$ cat src/inc/rts_pkg.sv
// constants, offsets and types for the reset timeout sequencer
package rts_pkg;
  localparam int unsigned CLK_MHZ        = 100;
  localparam int unsigned PUP_TIME_US    = 72000;
  localparam int unsigned PUP_CYC        = PUP_TIME_US * CLK_MHZ;
  localparam int unsigned BORQ_TIME_US   = 100;
  localparam int unsigned BORQ_CYC       = BORQ_TIME_US * CLK_MHZ;
  localparam int unsigned STARTUP_COUNT  = 1024;
  localparam logic [11:0] OFS_CORE_STAT  = 12'h000;
  localparam logic [11:0] OFS_PWR_FLAGS  = 12'h004;
  localparam logic [11:0] OFS_CONFIG     = 12'h008;
  localparam logic [11:0] OFS_SEQ_STATE  = 12'h00c;
  localparam logic [11:0] OFS_INT_STAT   = 12'h010;
  localparam logic [11:0] OFS_INT_CLR    = 12'h014;
  localparam logic [11:0] OFS_INT_EN     = 12'h018;
  localparam int unsigned EXPIRED_BIT    = 4;
  localparam int unsigned SLEPT_BIT      = 3;
  localparam int unsigned PORN_BIT       = 1;
  localparam int unsigned BORF_BIT       = 0;
  localparam int unsigned CFG_PWRTEN_BIT = 0;
  localparam int unsigned CFG_BOREN_BIT  = 1;
  localparam int unsigned CFG_OSC_LSB    = 2;
  localparam logic [3:0]  CFG_RESET      = 4'h2;
  localparam logic [1:0]  POWER_RESET_FLAGS_RESET     = 2'h0;
  localparam logic [12:0] PC_RESET       = 13'h0000;
  localparam logic [12:0] PC_VECTOR      = 13'h0004;
  localparam int unsigned EV_POR         = 0;
  localparam int unsigned EV_LOW         = 1;
  localparam int unsigned EV_WDT         = 2;
  localparam int unsigned EV_WAKE        = 3;
  localparam int unsigned EV_PIN_CLR     = 4;
  localparam int unsigned EV_W           = 5;
  typedef enum logic [1:0] {OSC_LOW_XTAL, OSC_XTAL, OSC_FAST_XTAL, OSC_RES_CAP} osc_mode_t;
  typedef enum logic [2:0] {ST_OFF, ST_LOW_HOLD, ST_PUP, ST_STARTUP, ST_RUN, ST_SLEEP} seq_state_t;
endpackage

$ cat src/verilog/reset_timeout_sequencer.sv
// reset timeout sequencer: reset sources, timers, cause flags, pc select, apb
`timescale 1ns/10ps
module reset_timeout_sequencer
  import rts_pkg::*;
#(
  parameter int unsigned PUP_CYCLES     = PUP_CYC,
  parameter int unsigned BORQ_CYCLES    = BORQ_CYC,
  parameter int unsigned STARTUP_CYCLES = STARTUP_COUNT
) (
  input  wire logic        pclk,
  input  wire logic        presetn,
  input  wire logic        psel,
  input  wire logic        penable,
  input  wire logic        pwrite,
  input  wire logic [11:0] paddr,
  input  wire logic [31:0] pwdata,
  output logic      [31:0] prdata,
  output logic             pready,
  output logic             pslverr,
  input  wire logic        supply_ok,
  input  wire logic        brownout_low,
  input  wire logic        master_clear_n,
  input  wire logic        osc_in,
  input  wire logic        wdt_timeout,
  input  wire logic        wake_int,
  input  wire logic        sleep_enter,
  input  wire logic        global_int_enable,
  input  wire logic [12:0] pc_current,
  output logic             core_reset,
  output logic             pc_load,
  output logic      [12:0] pc_value,
  output logic             irq
);

  ////////////////////////////////////////////////////////////////
  // pin synchronisers
  logic [1:0] sup_m_q, low_m_q, clr_m_q, osc_m_q;
  logic       sup_s, low_s, clr_s, osc_s, clr_d1_q, osc_d1_q;

  always_ff @(posedge pclk or negedge presetn) begin
    if (!presetn) begin
      sup_m_q  <= 2'h0;
      low_m_q  <= 2'h0;
      clr_m_q  <= 2'h0;
      osc_m_q  <= 2'h0;
      clr_d1_q <= 1'b0;
      osc_d1_q <= 1'b0;
    end else begin
      sup_m_q  <= {sup_m_q[0], supply_ok};
      low_m_q  <= {low_m_q[0], brownout_low};
      clr_m_q  <= {clr_m_q[0], master_clear_n};
      osc_m_q  <= {osc_m_q[0], osc_in};
      clr_d1_q <= clr_m_q[1];
      osc_d1_q <= osc_m_q[1];
    end
  end

  assign sup_s = sup_m_q[1];
  assign low_s = low_m_q[1];
  assign clr_s = clr_m_q[1];
  assign osc_s = osc_m_q[1];

  ////////////////////////////////////////////////////////////////
  // configuration and events
  logic [3:0]  cfg_q;
  logic        pup_en_n, low_en, xtal, pup_on, osc_rise;
  osc_mode_t   osc_mode;
  seq_state_t  state_q, state_d;
  logic [31:0] tmr_q, bq_q;
  logic        por_evt, low_evt, wdt_rst, wdt_wake, int_wake, wake_evt;
  logic        clr_fall, sleep_evt, pup_done, startup_done, awake;

  assign pup_en_n     = cfg_q[CFG_PWRTEN_BIT];
  assign low_en       = cfg_q[CFG_BOREN_BIT];
  assign osc_mode     = osc_mode_t'(cfg_q[CFG_OSC_LSB +: 2]);
  assign xtal         = (osc_mode != OSC_RES_CAP);
  assign pup_on       = !pup_en_n || low_en;
  assign osc_rise     = osc_s && !osc_d1_q;
  assign awake        = (state_q == ST_RUN);

  assign por_evt      = (state_q == ST_OFF) && sup_s;
  assign low_evt      = low_en && low_s && (bq_q == BORQ_CYCLES - 1) &&
                        (state_q != ST_OFF) && (state_q != ST_LOW_HOLD);
  assign wdt_rst      = wdt_timeout && awake && !core_reset;
  assign wdt_wake     = wdt_timeout && (state_q == ST_SLEEP);
  assign int_wake     = wake_int && (state_q == ST_SLEEP);
  assign wake_evt     = wdt_wake || int_wake;
  assign clr_fall     = clr_d1_q && !clr_s;
  assign sleep_evt    = sleep_enter && awake && !core_reset;
  assign pup_done     = (tmr_q == PUP_CYCLES - 1);
  assign startup_done = osc_rise && (tmr_q == STARTUP_CYCLES - 1);

  ////////////////////////////////////////////////////////////////
  // sequencer
  always_comb begin
    state_d = state_q;
    case (state_q)
      ST_OFF: begin
        if (sup_s) begin
          state_d = pup_on ? ST_PUP : (xtal ? ST_STARTUP : ST_RUN);
        end
      end
      ST_LOW_HOLD: begin
        if (!low_s) begin
          state_d = ST_PUP;
        end
      end
      ST_PUP: begin
        if (low_en && low_s) begin
          state_d = ST_LOW_HOLD;
        end else if (pup_done) begin
          state_d = xtal ? ST_STARTUP : ST_RUN;
        end
      end
      ST_STARTUP: begin
        if (startup_done) begin
          state_d = ST_RUN;
        end
      end
      ST_RUN: begin
        if (sleep_evt) begin
          state_d = ST_SLEEP;
        end
      end
      ST_SLEEP: begin
        if (wake_evt) begin
          state_d = xtal ? ST_STARTUP : ST_RUN;
        end else if (clr_fall) begin
          state_d = ST_RUN;
        end
      end
      default: state_d = ST_OFF;
    endcase
    if (low_evt) begin
      state_d = ST_LOW_HOLD;
    end
    if (!sup_s) begin
      state_d = ST_OFF;
    end
  end

  always_ff @(posedge pclk or negedge presetn) begin
    if (!presetn) begin
      state_q <= ST_OFF;
    end else begin
      state_q <= state_d;
    end
  end

  // one counter serves both timers; cleared on every state change
  always_ff @(posedge pclk or negedge presetn) begin
    if (!presetn) begin
      tmr_q <= 32'h0;
    end else if (state_d != state_q) begin
      tmr_q <= 32'h0;
    end else if (state_q == ST_PUP || (state_q == ST_STARTUP && osc_rise)) begin
      tmr_q <= tmr_q + 32'h1;
    end
  end

  // short dips never reach the qualify count
  always_ff @(posedge pclk or negedge presetn) begin
    if (!presetn) begin
      bq_q <= 32'h0;
    end else if (!low_s || !low_en || low_evt) begin
      bq_q <= 32'h0;
    end else if (bq_q != BORQ_CYCLES - 1) begin
      bq_q <= bq_q + 32'h1;
    end
  end

  ////////////////////////////////////////////////////////////////
  // internal reset and pc select
  logic core_reset_d, wake_q;

  // wdt reset costs one cycle of hold; master_clear_n release is immediate
  assign core_reset_d = (!awake && state_q != ST_SLEEP) || !clr_s || wdt_rst;

  always_ff @(posedge pclk or negedge presetn) begin
    if (!presetn) begin
      core_reset <= 1'b1;
    end else begin
      core_reset <= core_reset_d;
    end
  end

  always_ff @(posedge pclk or negedge presetn) begin
    if (!presetn) begin
      wake_q <= 1'b0;
    end else if (wake_evt) begin
      wake_q <= 1'b1;
    end else if (awake || !sup_s || low_evt || !clr_s) begin
      wake_q <= 1'b0;
    end
  end

  always_ff @(posedge pclk or negedge presetn) begin
    if (!presetn) begin
      pc_load  <= 1'b0;
      pc_value <= PC_RESET;
    end else begin
      pc_load <= 1'b0;
      if (int_wake && global_int_enable) begin
        pc_load  <= 1'b1;
        pc_value <= PC_VECTOR;
      end else if (wake_evt) begin
        pc_load  <= 1'b1;
        pc_value <= pc_current + 13'h1;
      end else if (core_reset && !core_reset_d && !wake_q) begin
        pc_load  <= 1'b1;
        pc_value <= PC_RESET;
      end
    end
  end

  ////////////////////////////////////////////////////////////////
  // cause flags: hardware events win over software writes
  logic expired_n_q, slept_n_q, por_n_q, borf_q;
  logic apb_wr, acc;

  assign acc    = psel && penable && pready;
  assign apb_wr = acc && pwrite;

  always_ff @(posedge pclk or negedge presetn) begin
    if (!presetn) begin
      expired_n_q <= 1'b1;
      slept_n_q   <= 1'b1;
    end else if (por_evt || low_evt) begin
      expired_n_q <= 1'b1;
      slept_n_q   <= 1'b1;
    end else if (wdt_rst) begin
      expired_n_q <= 1'b0;
    end else if (wdt_wake) begin
      expired_n_q <= 1'b0;
      slept_n_q   <= 1'b0;
    end else if (int_wake || (state_q == ST_SLEEP && clr_fall)) begin
      expired_n_q <= 1'b1;
      slept_n_q   <= 1'b0;
    end else if (sleep_evt) begin
      expired_n_q <= 1'b1;
      slept_n_q   <= 1'b0;
    end
    // pin clear while running touches nothing here
  end

  always_ff @(posedge pclk or negedge presetn) begin
    if (!presetn) begin
      por_n_q <= POWER_RESET_FLAGS_RESET[PORN_BIT];
      borf_q  <= POWER_RESET_FLAGS_RESET[BORF_BIT];
    end else begin
      if (por_evt) begin
        por_n_q <= 1'b0;
      end else if (apb_wr && paddr == OFS_PWR_FLAGS) begin
        por_n_q <= pwdata[PORN_BIT];
      end
      if (low_evt) begin
        borf_q <= 1'b0;
      end else if (apb_wr && paddr == OFS_PWR_FLAGS) begin
        borf_q <= pwdata[BORF_BIT];
      end
    end
  end

  ////////////////////////////////////////////////////////////////
  // interrupts
  logic [EV_W-1:0] int_stat_q, int_en_q, ev_vec, int_clr;

  always_comb begin
    ev_vec          = '0;
    ev_vec[EV_POR]  = por_evt;
    ev_vec[EV_LOW]     = low_evt;
    ev_vec[EV_WDT]     = wdt_rst;
    ev_vec[EV_WAKE]    = wake_evt;
    ev_vec[EV_PIN_CLR] = clr_fall;
  end

  assign int_clr = (apb_wr && paddr == OFS_INT_CLR) ? pwdata[EV_W-1:0] : '0;

  always_ff @(posedge pclk or negedge presetn) begin
    if (!presetn) begin
      int_stat_q <= '0;
      irq        <= 1'b0;
    end else begin
      int_stat_q <= (int_stat_q & ~int_clr) | ev_vec;
      irq        <= |(((int_stat_q & ~int_clr) | ev_vec) & int_en_q);
    end
  end

  ////////////////////////////////////////////////////////////////
  // apb slave: answers in the first access cycle
  always_ff @(posedge pclk or negedge presetn) begin
    if (!presetn) begin
      cfg_q    <= CFG_RESET;
      int_en_q <= '0;
    end else if (apb_wr && paddr == OFS_CONFIG) begin
      cfg_q <= pwdata[3:0];
    end else if (apb_wr && paddr == OFS_INT_EN) begin
      int_en_q <= pwdata[EV_W-1:0];
    end
  end

  always_ff @(posedge pclk or negedge presetn) begin
    if (!presetn) begin
      pready  <= 1'b0;
      pslverr <= 1'b0;
      prdata  <= 32'h0;
    end else begin
      pready  <= psel && !penable;
      pslverr <= 1'b0;
      if (psel && !penable) begin
        prdata <= 32'h0;
        if (paddr == OFS_CORE_STAT) begin
          prdata[EXPIRED_BIT] <= expired_n_q;
          prdata[SLEPT_BIT]   <= slept_n_q;
        end else if (paddr == OFS_PWR_FLAGS) begin
          prdata[PORN_BIT] <= por_n_q;
          prdata[BORF_BIT] <= borf_q;
        end else if (paddr == OFS_CONFIG) begin
          prdata[3:0] <= cfg_q;
        end else if (paddr == OFS_SEQ_STATE) begin
          prdata[3:0] <= {core_reset, state_q};
        end else if (paddr == OFS_INT_STAT) begin
          prdata[EV_W-1:0] <= int_stat_q;
        end else if (paddr == OFS_INT_EN) begin
          prdata[EV_W-1:0] <= int_en_q;
        end else if (paddr != OFS_INT_CLR) begin
          pslverr <= 1'b1;
        end
      end
    end
  end
endmodule

$ cat config.mk
export PLATFORM = sky130hd
export DESIGN_NAME = reset_timeout_sequencer
export DESIGN_NICKNAME = d
export VERILOG_FILES = /design/src/inc/rts_pkg.sv /design/src/verilog/reset_timeout_sequencer.sv
export SDC_FILE = /design/constraint.sdc
export NUM_CORES = 1
export LEC_CHECK = 0
export BUFFER_PORTS_ARGS = -buffer_cell sky130_fd_sc_hd__buf_2
export CORE_UTILIZATION = 25
export DETAILED_ROUTE_END_ITERATION = 12
export PLACE_DENSITY = 0.48
export SLEW_MARGIN = 5
export SYNTH_ARGS = -nofsm -noshare
export SYNTH_HDL_FRONTEND = slang
export SYNTH_SLANG_ARGS = --single-unit
$ cat constraint.sdc
create_clock -name pclk -period 3.65 [get_ports pclk]
set_input_delay 0.365 -clock pclk [delete_from_list [all_inputs] [get_ports pclk]]
set_output_delay 0.365 -clock pclk [all_outputs]
set_load 0.01 [all_outputs]
Word-level counts from Yosys, hierarchy flattened
Cells that the tools add are included.
{ "word_totals": {"output_inout_bits": 50, "register_bits": 119, "in_bits": 70} }
{ "classes": {"bitwise_logic": 5, "muxes": 57, "n_eq_ne": 21, "reduce_logical": 65, "addsub": 3} }
{ "ops": {"columns": ["operator", "n"], "rows": [
  ["2-to-1 mux 32 bit", 4],
  ["adder 32 x 1 -> 32 bit, second input constant", 2],
  ["2-to-1 mux 13 bit", 3],
  ["2-to-1 mux 3 bit", 13],
  ["equality test 12 x 5 -> 1 bit, second input constant", 3],
  ["equality test 32 x 10 -> 1 bit, second input constant", 1],
  ["equality test 32 x 14 -> 1 bit, second input constant", 1],
  ["equality test 32 x 23 -> 1 bit, second input constant", 1],
  ["!= test 32 x 14 -> 1 bit, second input constant", 1],
  ["2-to-1 mux 1 bit", 29],
  ["logical AND 1 bit", 28],
  ["equality test 12 x 4 -> 1 bit, second input constant", 2],
  ["case mux 3 bit (6 select lines)", 1],
  ["2-to-1 mux 5 bit", 3],
  ["adder 13 x 1 -> 13 bit, second input constant", 1],
  ["equality test 12 x 3 -> 1 bit, second input constant", 1],
  ["zero test 12 bit", 1],
  ["logical OR 1 bit", 12],
  ["!= test 12 x 5 -> 1 bit, second input constant", 1],
  ["zero test 1 bit", 11],
  ["AND 5 bit", 2],
  ["nonzero test 2 bit", 5],
  ["2-to-1 mux 4 bit", 2],
  ["equality test 3 x 2 -> 1 bit, second input constant", 2],
  ["other kinds (17)", 21]
]} }

Depth between registers and ports, before layout
Gate-level depths: netlist of run 1.
{ "depth": {"depth_word": 11, "ltp_mapped": 11} }

Least setup slack after synthesis of run 1
OpenSTA, ideal clock, no wires.
{ "synth_path": {"path_kind": "register to register", "start": "register bq_q[0]", "end": "register tmr_q[8]", "synth_period_minus_slack_ps": 2382, "required_time_ps": 3580, "arrival_time_ps": 2312, "setup_slack_ps": 1268, "stages_incl_launch_ff": 12, "cell_sequence": "dfrtp_1 > ha_1 > and3_1 > buf_2 > and4_1 > and4_1 > clkbuf_1 > o311a_1 > a211oi_2 > nand3_2 > buf_6 > nor2_2"} }
{ "synth_between": {"elab_chain_len": 8, "elab_cells_between_ends": 9} }
{ "synth_rtl": {"columns": ["element", "line", "rtl"], "rows": [
  ["start: declaration", "reset_timeout_sequencer.sv:69", "logic [31:0] tmr_q, bq_q;"],
  ["start signal: assignment", "reset_timeout_sequencer.sv:168", "bq_q <= bq_q + 32'h1;"],
  ["equality test 32 x 14 -> 1 bit (*)", "reset_timeout_sequencer.sv:82", "assign low_evt = low_en && low_s && (bq_q == BORQ_CYCLES - 1) &&"],
  ["logical AND 1 bit (*) (2 in a row)", "reset_timeout_sequencer.sv:82", null],
  ["logical AND 1 bit (*)", "reset_timeout_sequencer.sv:83", "(state_q != ST_OFF) && (state_q != ST_LOW_HOLD);"],
  ["2-to-1 mux 3 bit (*)", "reset_timeout_sequencer.sv:134", "if (low_evt) begin"],
  ["2-to-1 mux 3 bit (*)", "reset_timeout_sequencer.sv:137", "if (!sup_s) begin"],
  ["!= test 3 bit (*)", "reset_timeout_sequencer.sv:154", "end else if (state_d != state_q) begin"],
  ["2-to-1 mux 32 bit / nonzero test 2 bit (equally long branches)", null, null],
  ["end signal: assignment", "reset_timeout_sequencer.sv:157", "tmr_q <= tmr_q + 32'h1;"],
  ["end: declaration", "reset_timeout_sequencer.sv:69", null]
]} }
Mark *: on every way between the ends. The rest lies on a longest branch, timed or not.
A chain may end at the register's enable or synchronous reset.

Worst setup path in the final report of run 1
{ "layout_path": {"start": "register state_q[0]", "end": "register tmr_q[17]"} }
{ "layout_between": {"elab_chain_len": 9, "elab_cells_between_ends": 30} }
{ "layout_rtl": {"columns": ["element", "line", "rtl"], "rows": [
  ["start: declaration", "reset_timeout_sequencer.sv:68", "seq_state_t state_q, state_d;"],
  ["start signal: assignment", "reset_timeout_sequencer.sv:146", "state_q <= state_d;"],
  ["equality test 3 bit, on equally long branches", null, null],
  ["logical AND 1 bit, on equally long branches", "reset_timeout_sequencer.sv:85, reset_timeout_sequencer.sv:86, reset_timeout_sequencer.sv:89", null],
  ["logical OR 1 bit / logical AND 1 bit (equally long branches)", "reset_timeout_sequencer.sv:87, reset_timeout_sequencer.sv:89", null],
  ["2-to-1 mux 3 bit, on equally long branches", "reset_timeout_sequencer.sv:126, reset_timeout_sequencer.sv:121", null],
  ["case mux 3 bit (6 select lines)", "reset_timeout_sequencer.sv:97", "case (state_q)"],
  ["2-to-1 mux 3 bit", "reset_timeout_sequencer.sv:134", null],
  ["2-to-1 mux 3 bit", "reset_timeout_sequencer.sv:137", null],
  ["!= test 3 bit", "reset_timeout_sequencer.sv:154", null],
  ["2-to-1 mux 32 bit / nonzero test 2 bit (equally long branches)", null, null]
]} }
Parallel ways exist; a longest one is shown, timed or not.

==> results.py, run 1 <==
metrics = {
    "die": {
        "start_util_pct": 25.8,
        "core_mm2": 0.0246,
        "io_pins": 120,
        "die_h_um": 161,
        "row_count": 57,
        "dieArea_mm2": 0.0260,
        "die_x_um": 161,
    },
    "timing": {
        "grt_setup_unrepaired": "false",
        "skew_ns": 0.0105,
        "finalMaxSlewViolations": 0,
        "fmax_mhz": 337,
        "hold_viol": 3,
        "min_period_ns": 2.97,
        "setup_violations": 0,
        "tns_ns": 0,
        "period_share_pct": 81.3,
        "slew_headroom_pct": 44.4,
        "worst_slew_pin_slew_ns": 0.827,
        "worst_hold_slack_ns": -0.00400,
    },
    "clocking": {
        "cts-htree-levels": 4,
        "post_cts_resized": 0,
        "cts_tree": "yes",
        "clock_tree.root_cell": "clkbuf_16",
        "cts.sinks": 119,
        "clock_latency_ns": 0.42,
        "cts_buffer_depth": 2,
        "cts_hold_buf": 0,
        "cts_setup_buffers": 0,
        "numCtsBuffers": 17,
        "clk_pin_slew_worst_paths_ns": 0.06,
    },
    "route": {
        "route.detailed.drc": 0,
        "wl_per_cell_um": 13.9,
        "vias": 4894,
        "vias_per_cell": 4.58,
        "first_pass_iters": 6,
        "drt-initial-drc-count": 239,
        "drt_wl_total_um": 14800,
        "drtAntennaViolNets": 0,
    },
    "critical_path": {
        "crit_arrival_ns": 3.31,
        "critPathSlowestCell": "dfrtp_1",
        "crit_buf_inv": 1,
        "end_kind": "register",
        "critical_path.top_delay_family": "simple AND/OR/NAND/NOR gates",
        "cp_slowest_stage_delay_ns": 0.74,
        "cp.required_ns": 4.00,
        "cp_max_fo": 19,
        "critPathKind": "register to register",
        "crit_chain": "nand3b_1 -> o31ai_1 -> a211oi_1 -> a41oi_1 -> mux2i_1 -> nand3_2 -> buf_12 -> nor2_2",
        "critPathLaunchType": "register",
    },
    "power_and_ir_drop": {
        "clockPowerShare_pct": 53.1,
        "ir_worst_vdd_uv": 279,
        "power_density_mw_per_mm2": 440,
        "switching_share_pct": 23.9,
        "p_total_mw": 3.32,
        "p_int_mw": 2.52,
        "power.switching_uw": 795,
        "power_frac_comb_pct": 5.8,
        "leakagePower_nw": 3.25,
        "seqPwrFrac_pct": 41.2,
    },
    "logic_synthesis": {
        "synth_seq_area_share_pct": 47.0,
        "synth-seq-cells": 119,
        "syn-cell-area_mm2": 0.00635,
        "synth_edf_count": 0,
        "postSynthCellCount": 667,
        "synth_area_per_cell_um2": 9.52,
        "synth_cell_type_count": 67,
        "synth_flop_cell": "dfrtp_1",
        "synthArstFlopShare_pct": 100,
        "yosysWarnings": 0,
    },
    "layout": {
        "final_nets": 804,
        "post-route-util_pct": 30.6,
        "syn_to_final_growth_pct": 18.7,
        "drive_gt1_share_pct": 21.5,
        "antenna_cells_inserted": 0,
    },
    "global_route": {
        "grtUsageTotal_pct": 11.9,
        "antenna_found_initial": 0,
        "gr-total-overflow": 0,
        "grt_pass1_wl_um": 24600,
        "grt_pass1_vias": 4795,
        "grt_max_degree": 68,
    },
    "status": {
        "violations": "negative hold slack",
        "outcome": "finished, violations left",
    },
    "placement": {
        "dpl.hpwl_um": 10500,
        "port_buffers": 65,
        "finalWeightedCongestion": 0.802,
    },
    "run": {
        "cap_violations": 0,
    },
    "worst_hold_path": {
        "worst_hold_path_type": "primary input to asynchronous set/reset pin",
    },
}
state kept, by name (all words and copies together), names as in the netlist, 3 cells and up:
name	flops
bq_q	32
cfg_q	4
int_en_q	5
int_stat_q	5
pc_value	13
prdata	5
state_q	3
tmr_q	32
worst reg2reg max path: stages (launching register included):
cell,delay [ns]
dfrtp_1,0.74
nand3b_1,0.32
o31ai_1,0.30
a211oi_1,0.12
a41oi_1,0.28
mux2i_1,0.28
nand3_2,0.42
buf_12,0.35
nor2_2,0.11
placed cells by master (no fill, tap or decap), types with 7 or more instances in the layout:
master / n
o21ai_0: 39
and3_1: 19
mux2i_1: 8
nand2_1: 58
nor2_1: 65
xnor2_1: 24
nand3_1: 42
a21oi_1: 15
and4_1: 9
or3_1: 7
nor2_2: 31
buf_2: 64
nand4_1: 20
nor4_1: 16
xor2_1: 45
dfrtp_1: 115
conb_1: 27
mux2_2: 10
clkbuf_16: 17
nor3_1: 9
inv_1: 19
power by group through the flow:
stage / clock, mW / sequential, mW / combinational, mW
floorplan: 0 / 1.39 / 0.119
global placement: 0 / 1.39 / 0.197
detailed placement: 0 / 1.39 / 0.196
CTS: 1.80 / 1.37 / 0.196
global route: 1.87 / 1.37 / 0.216
finish: 1.76 / 1.37 / 0.192
synthesized netlist by cell type, types with 2 or more instances:
cell / number / area share, %
nand3_1: 42 / 3.3
mux2_2: 10 / 1.8
buf_2: 4 / 0.32
nand4_1: 20 / 2.0
buf_6: 3 / 0.53
a21oi_1: 15 / 1.2
nor2_2: 31 / 3.1
nor4_1: 16 / 1.6
a41oi_1: 2 / 0.28
nor2_1: 65 / 3.8
or3_1: 7 / 0.69
o21ai_0: 39 / 3.1
and2_1: 4 / 0.39
nand2b_1: 4 / 0.39
xnor2_1: 24 / 3.3
and4_1: 9 / 1.2
and3_1: 19 / 1.9
dfrtp_1: 115 / 45
nor2b_1: 3 / 0.30
inv_1: 19 / 1.1
nor3_1: 9 / 0.71
or2_2: 2 / 0.20
clkbuf_1: 14 / 0.83
buf_4: 29 / 3.4
a211oi_1: 2 / 0.24
nand2_1: 58 / 3.4
dfstp_2: 4 / 1.7
o31ai_1: 4 / 0.47
a21o_1: 2 / 0.24
mux2i_1: 8 / 1.3
ha_1: 3 / 0.59
a31oi_1: 2 / 0.20
xor2_1: 45 / 6.2
layer usage:
metal  GRT usage [%]  routed length, um  vias to the layer above
li1                -                  -                     2392
met1            16.4               7450                     2376
met2            17.7               6530                      108
met3            3.11                623                       18
met4            4.59                239                        0
met5               0                  0                        -
cell families after synthesis:
kind of cell             count (synthesis)  share of synthesized area (%)
AND/OR/NAND/NOR                        303                           24.9
multiplexers                            18                           3.03
AO/OA/AOI/OAI                           84                           8.53
XOR/XNOR                                69                           9.52
adder cells (fa/ha/maj)                  4                          0.749
buffers and inverters                   69                           6.23
other                                    1                         0.0591
flip-flops                             119                           47.0
path summary, 6_finish.rpt:
kind	slack (ns)	cells past startpoint	end	start
min in group pclk	0.05	1	low_m_q[0]	brownout_low
worst min register to register	0.35	0	low_m_q[1]	low_m_q[0]
worst max register to register	0.68	8	tmr_q[17]	state_q[0]
max in group asynchronous	2.85	2	bq_q[29]	presetn
worst max-delay path	0.68	8	tmr_q[17]	state_q[0]
worst min-delay path	-0.004	1	tmr_q[23]	presetn
per-stage QoR:
step           setup WS, ns  hold WS, ns  std cells  cell area (um2)
5_1_grt               0.481       0.0320       1068             7540
6_report              0.683     -0.00400       1068             7540
3_5_place_dp          0.672        0.338       1036             6920
3_3_place_gp          0.641        0.333       1036             6920
4_1_cts               0.645       0.0292       1068             7540
2_1_floorplan          1.27       0.0694        693             6450
cell type report:
cell class	count	area (um2)
clock buffers	19	453
clock inverters	13	170
fillers	2587	17100
inverters	19	71.3
multi-input cells	505	3070
flip-flops and latches	119	2980
well taps	324	405
repair buffers	69	383
Note: power is estimated with default switching activity, not from simulation.
==> run 2: changes to the inputs <==
--- a/config.mk
+++ b/config.mk
@@ -5,6 +5,7 @@
 export SDC_FILE = /design/constraint.sdc
 export NUM_CORES = 1
 export LEC_CHECK = 0
+export ABC_AREA = 1
 export BUFFER_PORTS_ARGS = -buffer_cell sky130_fd_sc_hd__buf_2
 export CORE_UTILIZATION = 25
 export DETAILED_ROUTE_END_ITERATION = 12
==> constraint.sdc (replaced) <==
create_clock -name pclk -period 2.9 [get_ports pclk]
set_input_delay 0.29 -clock pclk [delete_from_list [all_inputs] [get_ports pclk]]
set_output_delay 0.29 -clock pclk [all_outputs]
set_load 0.01 [all_outputs]
==> results.py, run 2 <==
metrics = {
    "status": {
        "outcome": "complete, no violations",
    },
    "die": {
        "dieArea_mm2": 0.0281,
        "start_util_pct": 25.5,
        "io_pins": 120,
        "core_mm2": 0.0270,
        "die_h_um": 168,
        "row_count": 60,
        "die_x_um": 168,
    },
    "logic_synthesis": {
        "yosysWarnings": 0,
        "syn-cell-area_mm2": 0.00687,
        "synth_common_cells": "nand2_1 (180), dfrtp_1 (115), nor2_1 (115), inv_1 (111), nand3_1 (56)",
        "synth.most_common_cell": "nand2_1",
        "synthArstFlopShare_pct": 100,
        "netlist_top_cells_area": "dfrtp_1 (42%), nand2_1 (9.8%), nor2_1 (6.3%)",
        "synth_area_per_cell_um2": 7.65,
        "postSynthCellCount": 898,
        "synth_cell_type_count": 51,
        "synth_top_area_share_pct": 41.9,
        "synth_top_cell_by_area": "dfrtp_1",
        "synth_edf_count": 0,
        "synth_seq_area_share_pct": 43.4,
        "synth_flop_cell": "dfrtp_1",
        "synth-seq-cells": 119,
    },
    "run": {
        "cap_violations": 0,
    },
    "timing": {
        "setup_violations": 0,
        "tns_ns": 0,
        "skew_ns": 0.00843,
        "slew_headroom_pct": 54.9,
        "period_share_pct": 79.4,
        "min_period_ns": 2.30,
        "worst_slew_pin_slew_ns": 0.671,
        "worst_hold_slack_ns": 0.0179,
        "finalMaxSlewViolations": 0,
        "timing.final.ws_setup_ns": 0.597,
        "hold_viol": 0,
        "fmax_mhz": 434,
        "grt_setup_unrepaired": "false",
    },
    "route": {
        "vias_per_cell": 4.36,
        "drtAntennaViolNets": 0,
        "wl_per_cell_um": 12.6,
        "drt_wl_total_um": 16900,
        "drt-initial-drc-count": 308,
        "route.detailed.drc": 0,
        "first_pass_iters": 4,
        "vias": 5828,
    },
    "power_and_ir_drop": {
        "ir_worst_vdd_uv": 303,
        "leakagePower_nw": 3.72,
        "power_density_mw_per_mm2": 498,
    },
    "critical_path": {
        "critical_path.top_delay_family": "simple AND/OR/NAND/NOR gates",
        "crit_top_cell": "nand2_1",
        "cp.required_ns": 3.20,
        "crit_chain": "ha_1 -> nand2_1 -> inv_2 -> nand2_2 -> nor2_1 -> nand2_1 -> nor2_4 -> nand3_2 -> nand2_2 -> nor2_2 -> nand2_1 -> nand2_1 -> nand2_1 -> nor2_1 -> nand2_2 -> buf_12 -> nor2_1",
        "critPathKind": "register to register",
        "crit_buf_inv": 2,
        "cp_slowest_stage_delay_ns": 0.39,
        "critPathSlowestCell": "dfrtp_1",
        "critPathLaunchType": "register",
        "end_kind": "register",
        "cp_max_fo": 32,
        "crit_arrival_ns": 2.60,
    },
    "global_route": {
        "grt_pass1_wl_um": 28700,
        "grt_pass1_vias": 5803,
        "grt_max_degree": 68,
        "gr-total-overflow": 0,
        "grtUsageTotal_pct": 12.7,
        "antenna_found_initial": 0,
    },
    "placement": {
        "port_buffers": 65,
        "finalWeightedCongestion": 0.842,
        "pre_cts_ws_ns": 0.570,
        "dpl.hpwl_um": 12600,
    },
    "layout": {
        "most-common-layout-cells": "nand2_1 (180), nor2_1 (115), dfrtp_1 (115)",
        "syn_to_final_growth_pct": 19.0,
        "reg_top3": "bq_q: 32 flops, tmr_q: 32 flops, pc_value: 13 flops",
        "final_common_cell": "nand2_1",
        "final_nets": 1057,
        "drive_gt1_share_pct": 17.3,
        "antenna_cells_inserted": 0,
    },
    "clocking": {
        "clock_tree.root_cell": "clkbuf_16",
        "cts.sinks": 119,
        "cts_tree": "yes",
        "post_cts_resized": 0,
        "clk_pin_slew_worst_paths_ns": 0.06,
        "cts-htree-levels": 4,
        "cts_buffer_depth": 2,
        "numCtsBuffers": 17,
        "clock_latency_ns": 0.42,
    },
    "worst_hold_path": {
        "worst_hold_path_type": "primary input to register",
    },
}
## run 2: cell families after synthesis
kind of cell / synth area share (%)
simple gates: 31.5
other cells: 0.0546
xor+xnor: 4.59
compound gates: 9.07
flops: 43.4
buf+inv: 10.4
fa+ha+maj: 0.546
mux: 0.437
## run 2: routing by layer
metal	track usage [%]	vias to the layer above	part of all wire, %
met5	0	-	0
met4	3.75	0	1.3
met3	2.59	18	2.8
met2	20.1	88	45
met1	17.3	2693	51
li1	-	3029	-
## run 2: final timing paths
path                                start          to  slack (ns)  cells after the start
min reg2reg                    low_m_q[0]  low_m_q[1]        0.35                      0
max reg2reg                       bq_q[0]    tmr_q[1]        0.60                     17
max                               bq_q[0]    tmr_q[1]        0.60                     17
min                        master_clear_n  clr_m_q[0]        0.02                      1
max in group asynchronous         presetn  core_reset        1.87                      3
min in group asynchronous         presetn   tmr_q[16]        0.32                      2
## run 2: power by group
| group | switching [mW] | leakage [nW] | internal (mW) |
|---|---|---|---|
| clock network | 0.774 | 0.291 | 1.37 |
| logic | 0.160 | 1.82 | 0.0703 |
| registers | 0.0149 | 1.60 | 1.68 |
## run 2: through the flow
| step | area (um2) | utilization, % | std cells | power (mW) |
|---|---|---|---|---|
| finish | 8180 | 30.3 | 1337 | 4.07 |
| global route | 8180 | 30.3 | 1337 | 4.22 |
| CTS | 8180 | 30.3 | 1337 | 4.12 |
| detailed placement | 7550 | 28.0 | 1303 | 1.96 |
| global placement | 7550 | 28.0 | 1303 | 1.96 |
| floorplan | 6970 | - | 924 | 1.87 |
## run 2: cell type report
class                   instances  area [um2]
well taps                     341         427
clock buffers                  23         498
multi-input cells             651        3270
clock inverters                 8        95.1
flip-flops and latches        119        2980
fillers                      2915       18800
inverters                     118         450
repair buffers                 77         450
## run 2: timing repair
item | 4_1_cts | 5_1_grt
setup buffers | 0 | 0
hold endpoints to repair | 24 | 0
hold buffers | 3 | 0
